**config.mk**
```make
export PLATFORM = sky130hd
export DESIGN_NAME = alert_mask_device_flat
export DESIGN_NICKNAME = d
export VERILOG_FILES = /design/src/verilog/alert_mask_pkg.sv /design/src/verilog/pmbus_link_if.sv /design/src/verilog/alert_mask_device.sv /design/src/verilog/alert_mask_gate.sv /design/src/flat_wrapper.sv
export VERILOG_INCLUDE_DIRS = /design/src /design/src/verilog
export SDC_FILE = /design/constraint.sdc
export NUM_CORES = 1
export LEC_CHECK = 0
export BUFFER_PORTS_ARGS = -buffer_cell sky130_fd_sc_hd__buf_2
export CAP_MARGIN = 20
export CORE_UTILIZATION = 46
export DETAILED_ROUTE_END_ITERATION = 10
export PLACE_DENSITY_LB_ADDON = 0.05
export REMOVE_ABC_BUFFERS = 1
export SYNTH_ARGS = -nofsm -noshare
export SYNTH_HDL_FRONTEND = slang
export SYNTH_SLANG_ARGS = --single-unit
export TNS_END_PERCENT = 1
```
**constraint.sdc**
```tcl
create_clock -name clk -period 2.3 [get_ports clk]
set_clock_uncertainty 0.1 [all_clocks]
set_input_delay 0.115 -clock clk [delete_from_list [all_inputs] [get_ports clk]]
set_output_delay 0.115 -clock clk [all_outputs]
set_load 0.01 [all_outputs]
```
**src/verilog/alert_mask_params.svh**
```systemverilog
`ifndef ALERT_MASK_PARAMS_SVH
`define ALERT_MASK_PARAMS_SVH

// command codes on the link
`define CMD_ALERT_MASK 8'h1B
`define CMD_VOUT_FORMAT 8'h20

// status group selectors carried in the low data byte
`define SEL_OUTPUT_CURRENT 8'h7B
`define SEL_INPUT_POWER 8'h7C
`define SEL_THERMAL 8'h7D
`define SEL_COMM_LOGIC 8'h7E
`define SEL_VENDOR_FAULTS 8'h80

// writable bit positions of each mask, all others read as zero
`define WMASK_OUTPUT_CURRENT 8'hB8
`define WMASK_INPUT_POWER 8'hFF
`define WMASK_THERMAL 8'hC0
`define WMASK_COMM_LOGIC 8'hF3
`define WMASK_VENDOR_FAULTS 8'hF9

// named mask bits
`define BIT_THERMAL_FAULT 7
`define BIT_THERMAL_WARNING 6
`define BIT_POWERUP_EVENT 7
`define BIT_SUPPLY_FAULT 0
`define BIT_INPUT_OVERPOWER 0

// output voltage format byte layout and reset value
`define VFMT_MODE_MSB 7
`define VFMT_MODE_LSB 5
`define VFMT_PARAM_MSB 4
`define VFMT_PARAM_LSB 0
`define VFMT_RESET 8'h16

// number of output pages
`define PAGE_COUNT 2

`endif

```
**src/verilog/alert_mask_pkg.sv**
```systemverilog
`include "alert_mask_params.svh"

package alert_mask_pkg;

	// register targets reachable over the link
	typedef enum logic [2:0] {
		grp_none = 3'b000,
		grp_output_current = 3'b001,
		grp_input_power = 3'b010,
		grp_thermal = 3'b011,
		grp_comm_logic = 3'b100,
		grp_vendor_faults = 3'b101,
		grp_vout_format = 3'b110
	} mask_group_e;

	// encodings selected by the mode field of the format byte
	typedef enum logic [2:0] {
		enc_ulinear16 = 3'b000,
		enc_vid = 3'b001,
		enc_direct = 3'b010,
		enc_half_float = 3'b011,
		enc_res4 = 3'b100,
		enc_res5 = 3'b101,
		enc_res6 = 3'b110,
		enc_res7 = 3'b111
	} vout_enc_e;

	// host sequencer states
	typedef enum logic [1:0] {
		hs_idle = 2'b00,
		hs_wait = 2'b01
	} host_state_e;

	// selector byte to mask group, grp_none when unknown
	function automatic mask_group_e sel_to_group(input logic [7:0] sel);
		case (sel)
			`SEL_OUTPUT_CURRENT: sel_to_group = grp_output_current;
			`SEL_INPUT_POWER: sel_to_group = grp_input_power;
			`SEL_THERMAL: sel_to_group = grp_thermal;
			`SEL_COMM_LOGIC: sel_to_group = grp_comm_logic;
			`SEL_VENDOR_FAULTS: sel_to_group = grp_vendor_faults;
			default: sel_to_group = grp_none;
		endcase
	endfunction : sel_to_group

	// mask group to selector byte, zero for non-mask targets
	function automatic logic [7:0] group_to_sel(input mask_group_e grp);
		case (grp)
			grp_output_current: group_to_sel = `SEL_OUTPUT_CURRENT;
			grp_input_power: group_to_sel = `SEL_INPUT_POWER;
			grp_thermal: group_to_sel = `SEL_THERMAL;
			grp_comm_logic: group_to_sel = `SEL_COMM_LOGIC;
			grp_vendor_faults: group_to_sel = `SEL_VENDOR_FAULTS;
			default: group_to_sel = 8'h00;
		endcase
	endfunction : group_to_sel

endpackage : alert_mask_pkg

```
**src/verilog/pmbus_link_if.sv**
```systemverilog
`timescale 1ns/1ps
`default_nettype none

// transaction-level link between host controller and device
interface pmbus_link_if;
	logic req_valid; // one-cycle request strobe
	logic req_write; // 1 write, 0 read
	logic req_page; // output page for paged targets
	logic [7:0] req_cmd; // command code
	logic [7:0] req_sel; // low data byte: status group selector
	logic [7:0] req_data; // high data byte: mask or format value
	logic rsp_valid; // one-cycle answer strobe
	logic [7:0] rsp_data; // read data
	logic rsp_error; // unsupported command or selector

	modport device (
		input req_valid, req_write, req_page, req_cmd, req_sel, req_data,
		output rsp_valid, rsp_data, rsp_error
	);

	modport host (
		output req_valid, req_write, req_page, req_cmd, req_sel, req_data,
		input rsp_valid, rsp_data, rsp_error
	);
endinterface : pmbus_link_if

`default_nettype wire
```
**src/verilog/alert_mask_device.sv**
```systemverilog
// Contract
// - cleared mask bit lets condition raise alert
// - set mask bit blocks condition from alert
// - selector 7Ch writes input-power mask
// - selector 7Dh writes thermal mask
// - selector 7Eh writes comm/logic mask
// - selector 80h writes vendor-fault mask
// - all masks share command 1Bh, selector picks
// - thermal mask keeps only bits 7,6
// - format byte: 3-bit mode, 5-bit parameter
// - mode field selects voltage data encoding
// - parameter field qualifies the selected mode
// - format resets to ulinear16, exponent -10
// - format byte writable, host writes it with command 20h
`timescale 1ns/1ps
`default_nettype none

`include "alert_mask_params.svh"

module alert_mask_device (
	// clock, reset, enable
	input wire logic clk,
	input wire logic rst,
	input wire logic ce,
	// link to the host controller
	pmbus_link_if.device link,
	// power-up mask values from non-volatile storage
	input wire logic [`PAGE_COUNT-1:0][7:0] nvm_output_current,
	input wire logic [7:0] nvm_input_power,
	input wire logic [`PAGE_COUNT-1:0][7:0] nvm_thermal,
	input wire logic [7:0] nvm_comm_logic,
	input wire logic [`PAGE_COUNT-1:0][7:0] nvm_vendor_faults,
	// live status conditions
	input wire logic [`PAGE_COUNT-1:0][7:0] status_output_current,
	input wire logic [7:0] status_input_power,
	input wire logic [`PAGE_COUNT-1:0][7:0] status_thermal,
	input wire logic [7:0] status_comm_logic,
	input wire logic [`PAGE_COUNT-1:0][7:0] status_vendor_faults,
	// open-drain alert pin
	output logic smbalert_o,
	output logic smbalert_oe,
	// decoded output voltage format per page
	output alert_mask_pkg::vout_enc_e vout_encoding [`PAGE_COUNT],
	output logic [`PAGE_COUNT-1:0][4:0] vout_param
);

	// mask storage, paged groups one byte per page
	logic [`PAGE_COUNT-1:0][7:0] alert_mask_output_current;
	logic [7:0] alert_mask_input_power;
	logic [`PAGE_COUNT-1:0][7:0] alert_mask_thermal;
	logic [7:0] alert_mask_comm_logic;
	logic [`PAGE_COUNT-1:0][7:0] alert_mask_vendor_faults;
	// output voltage format byte per page
	logic [`PAGE_COUNT-1:0][7:0] output_voltage_format;

	// request decode
	alert_mask_pkg::mask_group_e req_group; // selected mask group
	logic mask_cmd; // command addresses the mask bank
	logic fmt_cmd; // command addresses the format byte
	logic wr_mask; // accepted mask write this cycle
	logic wr_fmt; // accepted format write this cycle

	// read mux and per-group alert hits
	logic [7:0] next_rsp_data;
	logic next_rsp_error;
	logic [`PAGE_COUNT-1:0] hit_output_current;
	logic [`PAGE_COUNT-1:0] hit_thermal;
	logic [`PAGE_COUNT-1:0] hit_vendor_faults;
	logic hit_input_power;
	logic hit_comm_logic;
	logic next_alert;

	// shared command, group picked by selector
	assign req_group = alert_mask_pkg::sel_to_group(link.req_sel);
	assign mask_cmd = (link.req_cmd == `CMD_ALERT_MASK);
	assign fmt_cmd = (link.req_cmd == `CMD_VOUT_FORMAT);
	// requests only count while the clock enable is high
	assign wr_mask = ce && link.req_valid && link.req_write && mask_cmd;
	assign wr_fmt = ce && link.req_valid && link.req_write && fmt_cmd;

	// output-current mask, one per page
	always_ff @(posedge clk) begin
		if (rst) begin
			alert_mask_output_current <= nvm_output_current & {`PAGE_COUNT{`WMASK_OUTPUT_CURRENT}};
		end else if (wr_mask && req_group == alert_mask_pkg::grp_output_current) begin
			alert_mask_output_current[link.req_page] <= link.req_data & `WMASK_OUTPUT_CURRENT;
		end
	end

	// input-power mask, shared by both pages
	always_ff @(posedge clk) begin
		if (rst) begin
			alert_mask_input_power <= nvm_input_power & `WMASK_INPUT_POWER;
		end else if (wr_mask && req_group == alert_mask_pkg::grp_input_power) begin
			alert_mask_input_power <= link.req_data & `WMASK_INPUT_POWER;
		end
	end

	// thermal mask, one per page
	always_ff @(posedge clk) begin
		if (rst) begin
			// bits 5:0 held at zero from reset on
			alert_mask_thermal <= nvm_thermal & {`PAGE_COUNT{`WMASK_THERMAL}};
		end else if (wr_mask && req_group == alert_mask_pkg::grp_thermal) begin
			// selector 7Dh, only fault and warning bits kept
			alert_mask_thermal[link.req_page] <= link.req_data & `WMASK_THERMAL;
		end
	end

	// comm/logic mask, shared by both pages
	always_ff @(posedge clk) begin
		if (rst) begin
			alert_mask_comm_logic <= nvm_comm_logic & `WMASK_COMM_LOGIC;
		end else if (wr_mask && req_group == alert_mask_pkg::grp_comm_logic) begin
			alert_mask_comm_logic <= link.req_data & `WMASK_COMM_LOGIC;
		end
	end

	// vendor-fault mask, one per page
	always_ff @(posedge clk) begin
		if (rst) begin
			alert_mask_vendor_faults <= nvm_vendor_faults & {`PAGE_COUNT{`WMASK_VENDOR_FAULTS}};
		end else if (wr_mask && req_group == alert_mask_pkg::grp_vendor_faults) begin
			alert_mask_vendor_faults[link.req_page] <= link.req_data & `WMASK_VENDOR_FAULTS;
		end
	end

	// output voltage format byte, one per page
	always_ff @(posedge clk) begin
		if (rst) begin
			// ulinear16, exponent -10 on every page
			output_voltage_format <= {`PAGE_COUNT{`VFMT_RESET}};
		end else if (wr_fmt) begin
			output_voltage_format[link.req_page] <= link.req_data;
		end
	end

	// format fields straight from the register
	always_comb begin
		for (int p = 0; p < `PAGE_COUNT; p++) begin
			vout_encoding[p] = alert_mask_pkg::vout_enc_e'(output_voltage_format[p][`VFMT_MODE_MSB:`VFMT_MODE_LSB]);
			vout_param[p] = output_voltage_format[p][`VFMT_PARAM_MSB:`VFMT_PARAM_LSB];
		end
	end

	// read mux, unknown command or selector answers zero with error
	always_comb begin
		next_rsp_data = 8'h00;
		next_rsp_error = 1'b0;
		if (mask_cmd) begin
			// stored bytes already hold zero in reserved positions
			case (req_group)
				alert_mask_pkg::grp_output_current: next_rsp_data = alert_mask_output_current[link.req_page];
				alert_mask_pkg::grp_input_power: next_rsp_data = alert_mask_input_power;
				alert_mask_pkg::grp_thermal: next_rsp_data = alert_mask_thermal[link.req_page];
				alert_mask_pkg::grp_comm_logic: next_rsp_data = alert_mask_comm_logic;
				alert_mask_pkg::grp_vendor_faults: next_rsp_data = alert_mask_vendor_faults[link.req_page];
				default: next_rsp_error = 1'b1;
			endcase
		end else if (fmt_cmd) begin
			next_rsp_data = output_voltage_format[link.req_page];
		end else begin
			next_rsp_error = 1'b1;
		end
	end

	// answer one cycle after every request, reads and writes alike
	always_ff @(posedge clk) begin
		if (rst) begin
			link.rsp_valid <= 1'b0;
			link.rsp_data <= 8'h00;
			link.rsp_error <= 1'b0;
		end else if (ce) begin
			link.rsp_valid <= link.req_valid;
			// write answers carry no data, only the error flag
			link.rsp_data <= (link.req_valid && !link.req_write) ? next_rsp_data : 8'h00;
			link.rsp_error <= link.req_valid && next_rsp_error;
		end
	end

	// per-page gates for the paged groups
	genvar gp;
	generate
		for (gp = 0; gp < `PAGE_COUNT; gp++) begin : g_page
			alert_mask_gate #(.SUPPORTED(`WMASK_OUTPUT_CURRENT)) u_cur (
				.status(status_output_current[gp]),
				.mask(alert_mask_output_current[gp]),
				.hit(hit_output_current[gp])
			);
			alert_mask_gate #(.SUPPORTED(`WMASK_THERMAL)) u_thr (
				.status(status_thermal[gp]),
				.mask(alert_mask_thermal[gp]),
				.hit(hit_thermal[gp])
			);
			alert_mask_gate #(.SUPPORTED(`WMASK_VENDOR_FAULTS)) u_ven (
				.status(status_vendor_faults[gp]),
				.mask(alert_mask_vendor_faults[gp]),
				.hit(hit_vendor_faults[gp])
			);
		end
	endgenerate

	// shared groups gate once
	alert_mask_gate #(.SUPPORTED(`WMASK_INPUT_POWER)) u_inp (
		.status(status_input_power),
		.mask(alert_mask_input_power),
		.hit(hit_input_power)
	);
	alert_mask_gate #(.SUPPORTED(`WMASK_COMM_LOGIC)) u_cml (
		.status(status_comm_logic),
		.mask(alert_mask_comm_logic),
		.hit(hit_comm_logic)
	);

	// any unmasked set condition in a writable bit position raises the alert
	assign next_alert = (|hit_output_current) | (|hit_thermal) | (|hit_vendor_faults)
		| hit_input_power | hit_comm_logic;

	// alert pin: registered enable, pulls low only
	always_ff @(posedge clk) begin
		if (rst) begin
			smbalert_oe <= 1'b0;
			smbalert_o <= 1'b0;
		end else if (ce) begin
			// masked conditions never reach the pin
			smbalert_oe <= next_alert;
			smbalert_o <= 1'b0;
		end
	end

endmodule : alert_mask_device

`default_nettype wire

```
**src/verilog/alert_mask_gate.sv**
```systemverilog
`timescale 1ns/1ps
`default_nettype none

// one status group against its mask: high when any supported, unmasked bit is set
module alert_mask_gate #(
	parameter logic [7:0] SUPPORTED = 8'hFF
) (
	// status and mask
	input wire logic [7:0] status,
	input wire logic [7:0] mask,
	// result
	output logic hit
);
	// a cleared mask bit lets its status through, a set one blocks it
	assign hit = |(status & ~mask & SUPPORTED);
endmodule : alert_mask_gate

`default_nettype wire

```
**src/flat_wrapper.sv**
```systemverilog
// flat-port wrapper written by rule: the top's interface ports become plain ports
module alert_mask_device_flat 
  (clk, rst, ce, nvm_output_current, nvm_input_power, nvm_thermal, nvm_comm_logic, nvm_vendor_faults, status_output_current, status_input_power, status_thermal, status_comm_logic, status_vendor_faults, smbalert_o, smbalert_oe, vout_encoding, vout_param, link_req_valid, link_req_write, link_req_page, link_req_cmd, link_req_sel, link_req_data, link_rsp_valid, link_rsp_data, link_rsp_error);
  pmbus_link_if link_i ();
  input wire logic clk;
  input wire logic rst;
  input wire logic ce;
  input wire logic [`PAGE_COUNT-1:0][7:0] nvm_output_current;
  input wire logic [7:0] nvm_input_power;
  input wire logic [`PAGE_COUNT-1:0][7:0] nvm_thermal;
  input wire logic [7:0] nvm_comm_logic;
  input wire logic [`PAGE_COUNT-1:0][7:0] nvm_vendor_faults;
  input wire logic [`PAGE_COUNT-1:0][7:0] status_output_current;
  input wire logic [7:0] status_input_power;
  input wire logic [`PAGE_COUNT-1:0][7:0] status_thermal;
  input wire logic [7:0] status_comm_logic;
  input wire logic [`PAGE_COUNT-1:0][7:0] status_vendor_faults;
  output logic smbalert_o;
  output logic smbalert_oe;
  output alert_mask_pkg::vout_enc_e vout_encoding[`PAGE_COUNT];
  output logic [`PAGE_COUNT-1:0][4:0] vout_param;
  input wire logic [$bits(link_i.req_valid)-1:0] link_req_valid;
  input wire logic [$bits(link_i.req_write)-1:0] link_req_write;
  input wire logic [$bits(link_i.req_page)-1:0] link_req_page;
  input wire logic [$bits(link_i.req_cmd)-1:0] link_req_cmd;
  input wire logic [$bits(link_i.req_sel)-1:0] link_req_sel;
  input wire logic [$bits(link_i.req_data)-1:0] link_req_data;
  output wire logic [$bits(link_i.rsp_valid)-1:0] link_rsp_valid;
  output wire logic [$bits(link_i.rsp_data)-1:0] link_rsp_data;
  output wire logic [$bits(link_i.rsp_error)-1:0] link_rsp_error;
  assign link_i.req_valid = link_req_valid;
  assign link_i.req_write = link_req_write;
  assign link_i.req_page = link_req_page;
  assign link_i.req_cmd = link_req_cmd;
  assign link_i.req_sel = link_req_sel;
  assign link_i.req_data = link_req_data;
  assign link_rsp_valid = link_i.rsp_valid;
  assign link_rsp_data = link_i.rsp_data;
  assign link_rsp_error = link_i.rsp_error;
  alert_mask_device u_core (.clk(clk), .rst(rst), .ce(ce), .link(link_i), .nvm_output_current(nvm_output_current), .nvm_input_power(nvm_input_power), .nvm_thermal(nvm_thermal), .nvm_comm_logic(nvm_comm_logic), .nvm_vendor_faults(nvm_vendor_faults), .status_output_current(status_output_current), .status_input_power(status_input_power), .status_thermal(status_thermal), .status_comm_logic(status_comm_logic), .status_vendor_faults(status_vendor_faults), .smbalert_o(smbalert_o), .smbalert_oe(smbalert_oe), .vout_encoding(vout_encoding), .vout_param(vout_param));
endmodule
```
==> run summary <==
Post-route ant nets - 0
Relative slew slack - 61.6%
Gate Count Post-Synth - 399
Largest net degree at the start of global routing - 23
Clk_lat worst skew - 0.34 ns
Total power - 2.54 mW
Number of diodes - 0
Pins Over Slew Limit - 0
First DRT Iteration DRCs - 188
R2R Path Start - u_core.alert_mask_comm_logic[7]
EDFF count, synth - 38
Die Y - 89.8 microns
Full die area - 0.00806 sq mm
Most frequent cells in the layout - buf_2, nand2_1, dlygate4sd3_1, edfxtp_1, inv_1
Clock sink count - 65
Cell Count Post-Placement - 623
Hold Vio Cnt, Final - 0
Clock slew at reported path FFs - 0.07 ns
First drt pass iteration count - 5
# fillers - 593
PwrDens - 510 mW/mm^2
Setup TNS - 0 ns
Final instance area - 0.00499 sq mm
CTS Buf Count - 9
Async S/R FF share, synth - 0%
Worst hold path type - primary input to flip-flop
Top-area cell type share of the netlist area - 32.2%
R2r setup slk - 0.54 ns
Synthesized area - 0.00354 sq mm
Critical Path Source - link_req_cmd[6]
Buffers on Ports - 132
Top Ports - 186
Most used DFF post-synth - edfxtp_1
Register area - 0.00168 sq mm
Placer Congestion - 0.885
DP HPWL - 8.25 mm
R2r worst-path depth - 5
Max-cap violations - 0
Core Region - 0.00733 sq mm
Area after DPL - 0.00437 sq mm
Hold path depth - 3
Yosys Warn Count - 0
Row Count - 31
RSZ-0062 raised after global routing - no
Clock buffer depth - 2
First-pass GRT wire length - 17.0 mm
Commonest non-fill, non-tap cell in the layout - buf_2
Via density per instance - 5.30
Final worst path period share - 90.6%
Synth unique cells - 47
Worst EP arrival - 2.21 ns
Synth area leader - edfxtp_1
DP Worst Slack - 0.0559 ns
Final std cells w/o fill - 686
Fin worst setup slack - 0.215 ns
Crit path max fanout - 11
Leak - 2.31 nW
Worst R2R End - u_core.smbalert_oe
Vias in the first global route - 3432
Nets - 740
Crit path to - u_core.vout_param[9]
Hold_ws - 0.0213 ns
Layout cells sized above 1 - 27.8%
Antenna violations before repair - 0
Wire length per cell - 16.0 microns
Syn_area_per_cell - 8.88 sq um
Post-synthesis to final-layout area growth - 40.9%
#FFs+latches synth - 65
Multi-input combinational cell area - 0.00165 sq mm
Register area share after synthesis - 47.5%
Status - completed
Worst-Margin Slew - 0.575 ns
Final WL - 11.0 mm
Setup CP Type - primary input to flip-flop
Via count - 3636
CP Data Required Time - 2.43 ns
H-tree level count - 3
# DRC - 0
Final core utilization - 68.1%
# setup viols final - 0
Gates resized, CTS repair - 0
Critical Path Source Type - primary input
Remaining global-route overflow - 0
Setup crit end kind - flip-flop
Top post-synthesis cells by area - edfxtp_1, dfxtp_1, mux2i_1
Root Driver - clkbuf_8
TritonCTS clock tree - done
GRT Util Overall - 27.7%
Max Clk Rate - 480 MHz
Max VDD drop - 339 uV
Post-route minimum period - 2.08 ns
Starting Density - 48.3%
DIE WIDTH - 89.8 microns
-- metal layers --
layer | share of wire [%] | up-vias | global-route usage, %
met2 | 47 | 164 | 44.9
met5 | 0 | - | 0
met4 | 1.7 | 0 | 9.97
met3 | 7.3 | 17 | 4.74
met1 | 44 | 1685 | 37.2
li1 | - | 1770 | -
-- sequential cells by signal, summed over array words and instances, names as in the netlist --
| name | flops |
|---|---|
| u_core.link.rsp_data | 8 |
| u_core.alert_mask_comm_logic | 6 |
| u_core.vout_encoding | 6 |
| u_core.alert_mask_thermal | 4 |
| u_core.smbalert_oe | 1 |
| u_core.vout_param | 10 |
| u_core.link.rsp_valid | 1 |
| u_core.link.rsp_error | 1 |
| u_core.alert_mask_input_power | 8 |
| u_core.alert_mask_output_current | 8 |
| u_core.alert_mask_vendor_faults | 12 |
-- final cells by class --
type	count	share of cell area (%)
inverter	36	2.71
tap	99	2.48
multi-input combinational	277	33.0
clock inverter	4	0.426
timing repair buffer	193	25.0
sequential	65	33.7
clock buffer	12	2.71
-- cells in the mapped netlist (3+ instances only) --
| library cell | count |
|---|---|
| dfxtp_1 | 27 |
| edfxtp_1 | 38 |
| nor2_1 | 26 |
| mux2_2 | 3 |
| clkbuf_1 | 15 |
| nor4_1 | 6 |
| nand2b_1 | 19 |
| o21ai_0 | 33 |
| nor3_1 | 6 |
| a211o_1 | 6 |
| inv_1 | 36 |
| nand3_1 | 10 |
| a21o_1 | 3 |
| o22ai_1 | 19 |
| nand4_1 | 3 |
| nand2_1 | 68 |
| o31ai_1 | 5 |
| mux2i_1 | 32 |
| nor2b_1 | 9 |
-- critical path, stage by stage --
cell and delay (ns):
buf_2 0.10, dlygate4sd3_1 0.55, nor3_1 0.22, and4_1 0.34, nand3_1 0.45, a211o_1 0.43
-- cell families (layout without fill, tap and decap cells) --
kind of cell	Yosys count	after routing	share of synthesized area, %
AO/OA/AOI/OAI	81	81	14.5
AND/OR/NAND/NOR	160	160	21.6
flip-flops	65	65	47.5
other	1	1	0.106
buffers and inverters	57	245	6.25
multiplexers	35	35	9.99
-- report_power, final --
group	leakage (nW)	internal, mW	switching (mW)
Clock	0.0778	0.385	0.422
Combinational	1.65	0.203	0.194
Sequential	0.586	1.30	0.0387
Total	2.31	1.89	0.655
-- timing repair --
action	CTS	global route
setup endpoints to repair	0	0
endpoints found under the hold margin	50	0
buffers inserted	0	0
hold buffers	47	0
-- how the worst min path moves through the flow --
stage	endpoint	slack, ns	from
3_3_place_gp	u_core.vout_param[2]	0.23	link_req_data[2]
4_1_cts	u_core.link.rsp_valid	0.01	link_req_valid
3_5_place_dp	u_core.vout_param[2]	0.24	link_req_data[2]
2_1_floorplan	u_core.link.rsp_data[2]	0.08	rst
5_1_grt	u_core.link.rsp_valid	0.03	link_req_valid
6_report	u_core.link.rsp_valid	0.02	link_req_valid
Power figures use the tool's default switching activity.
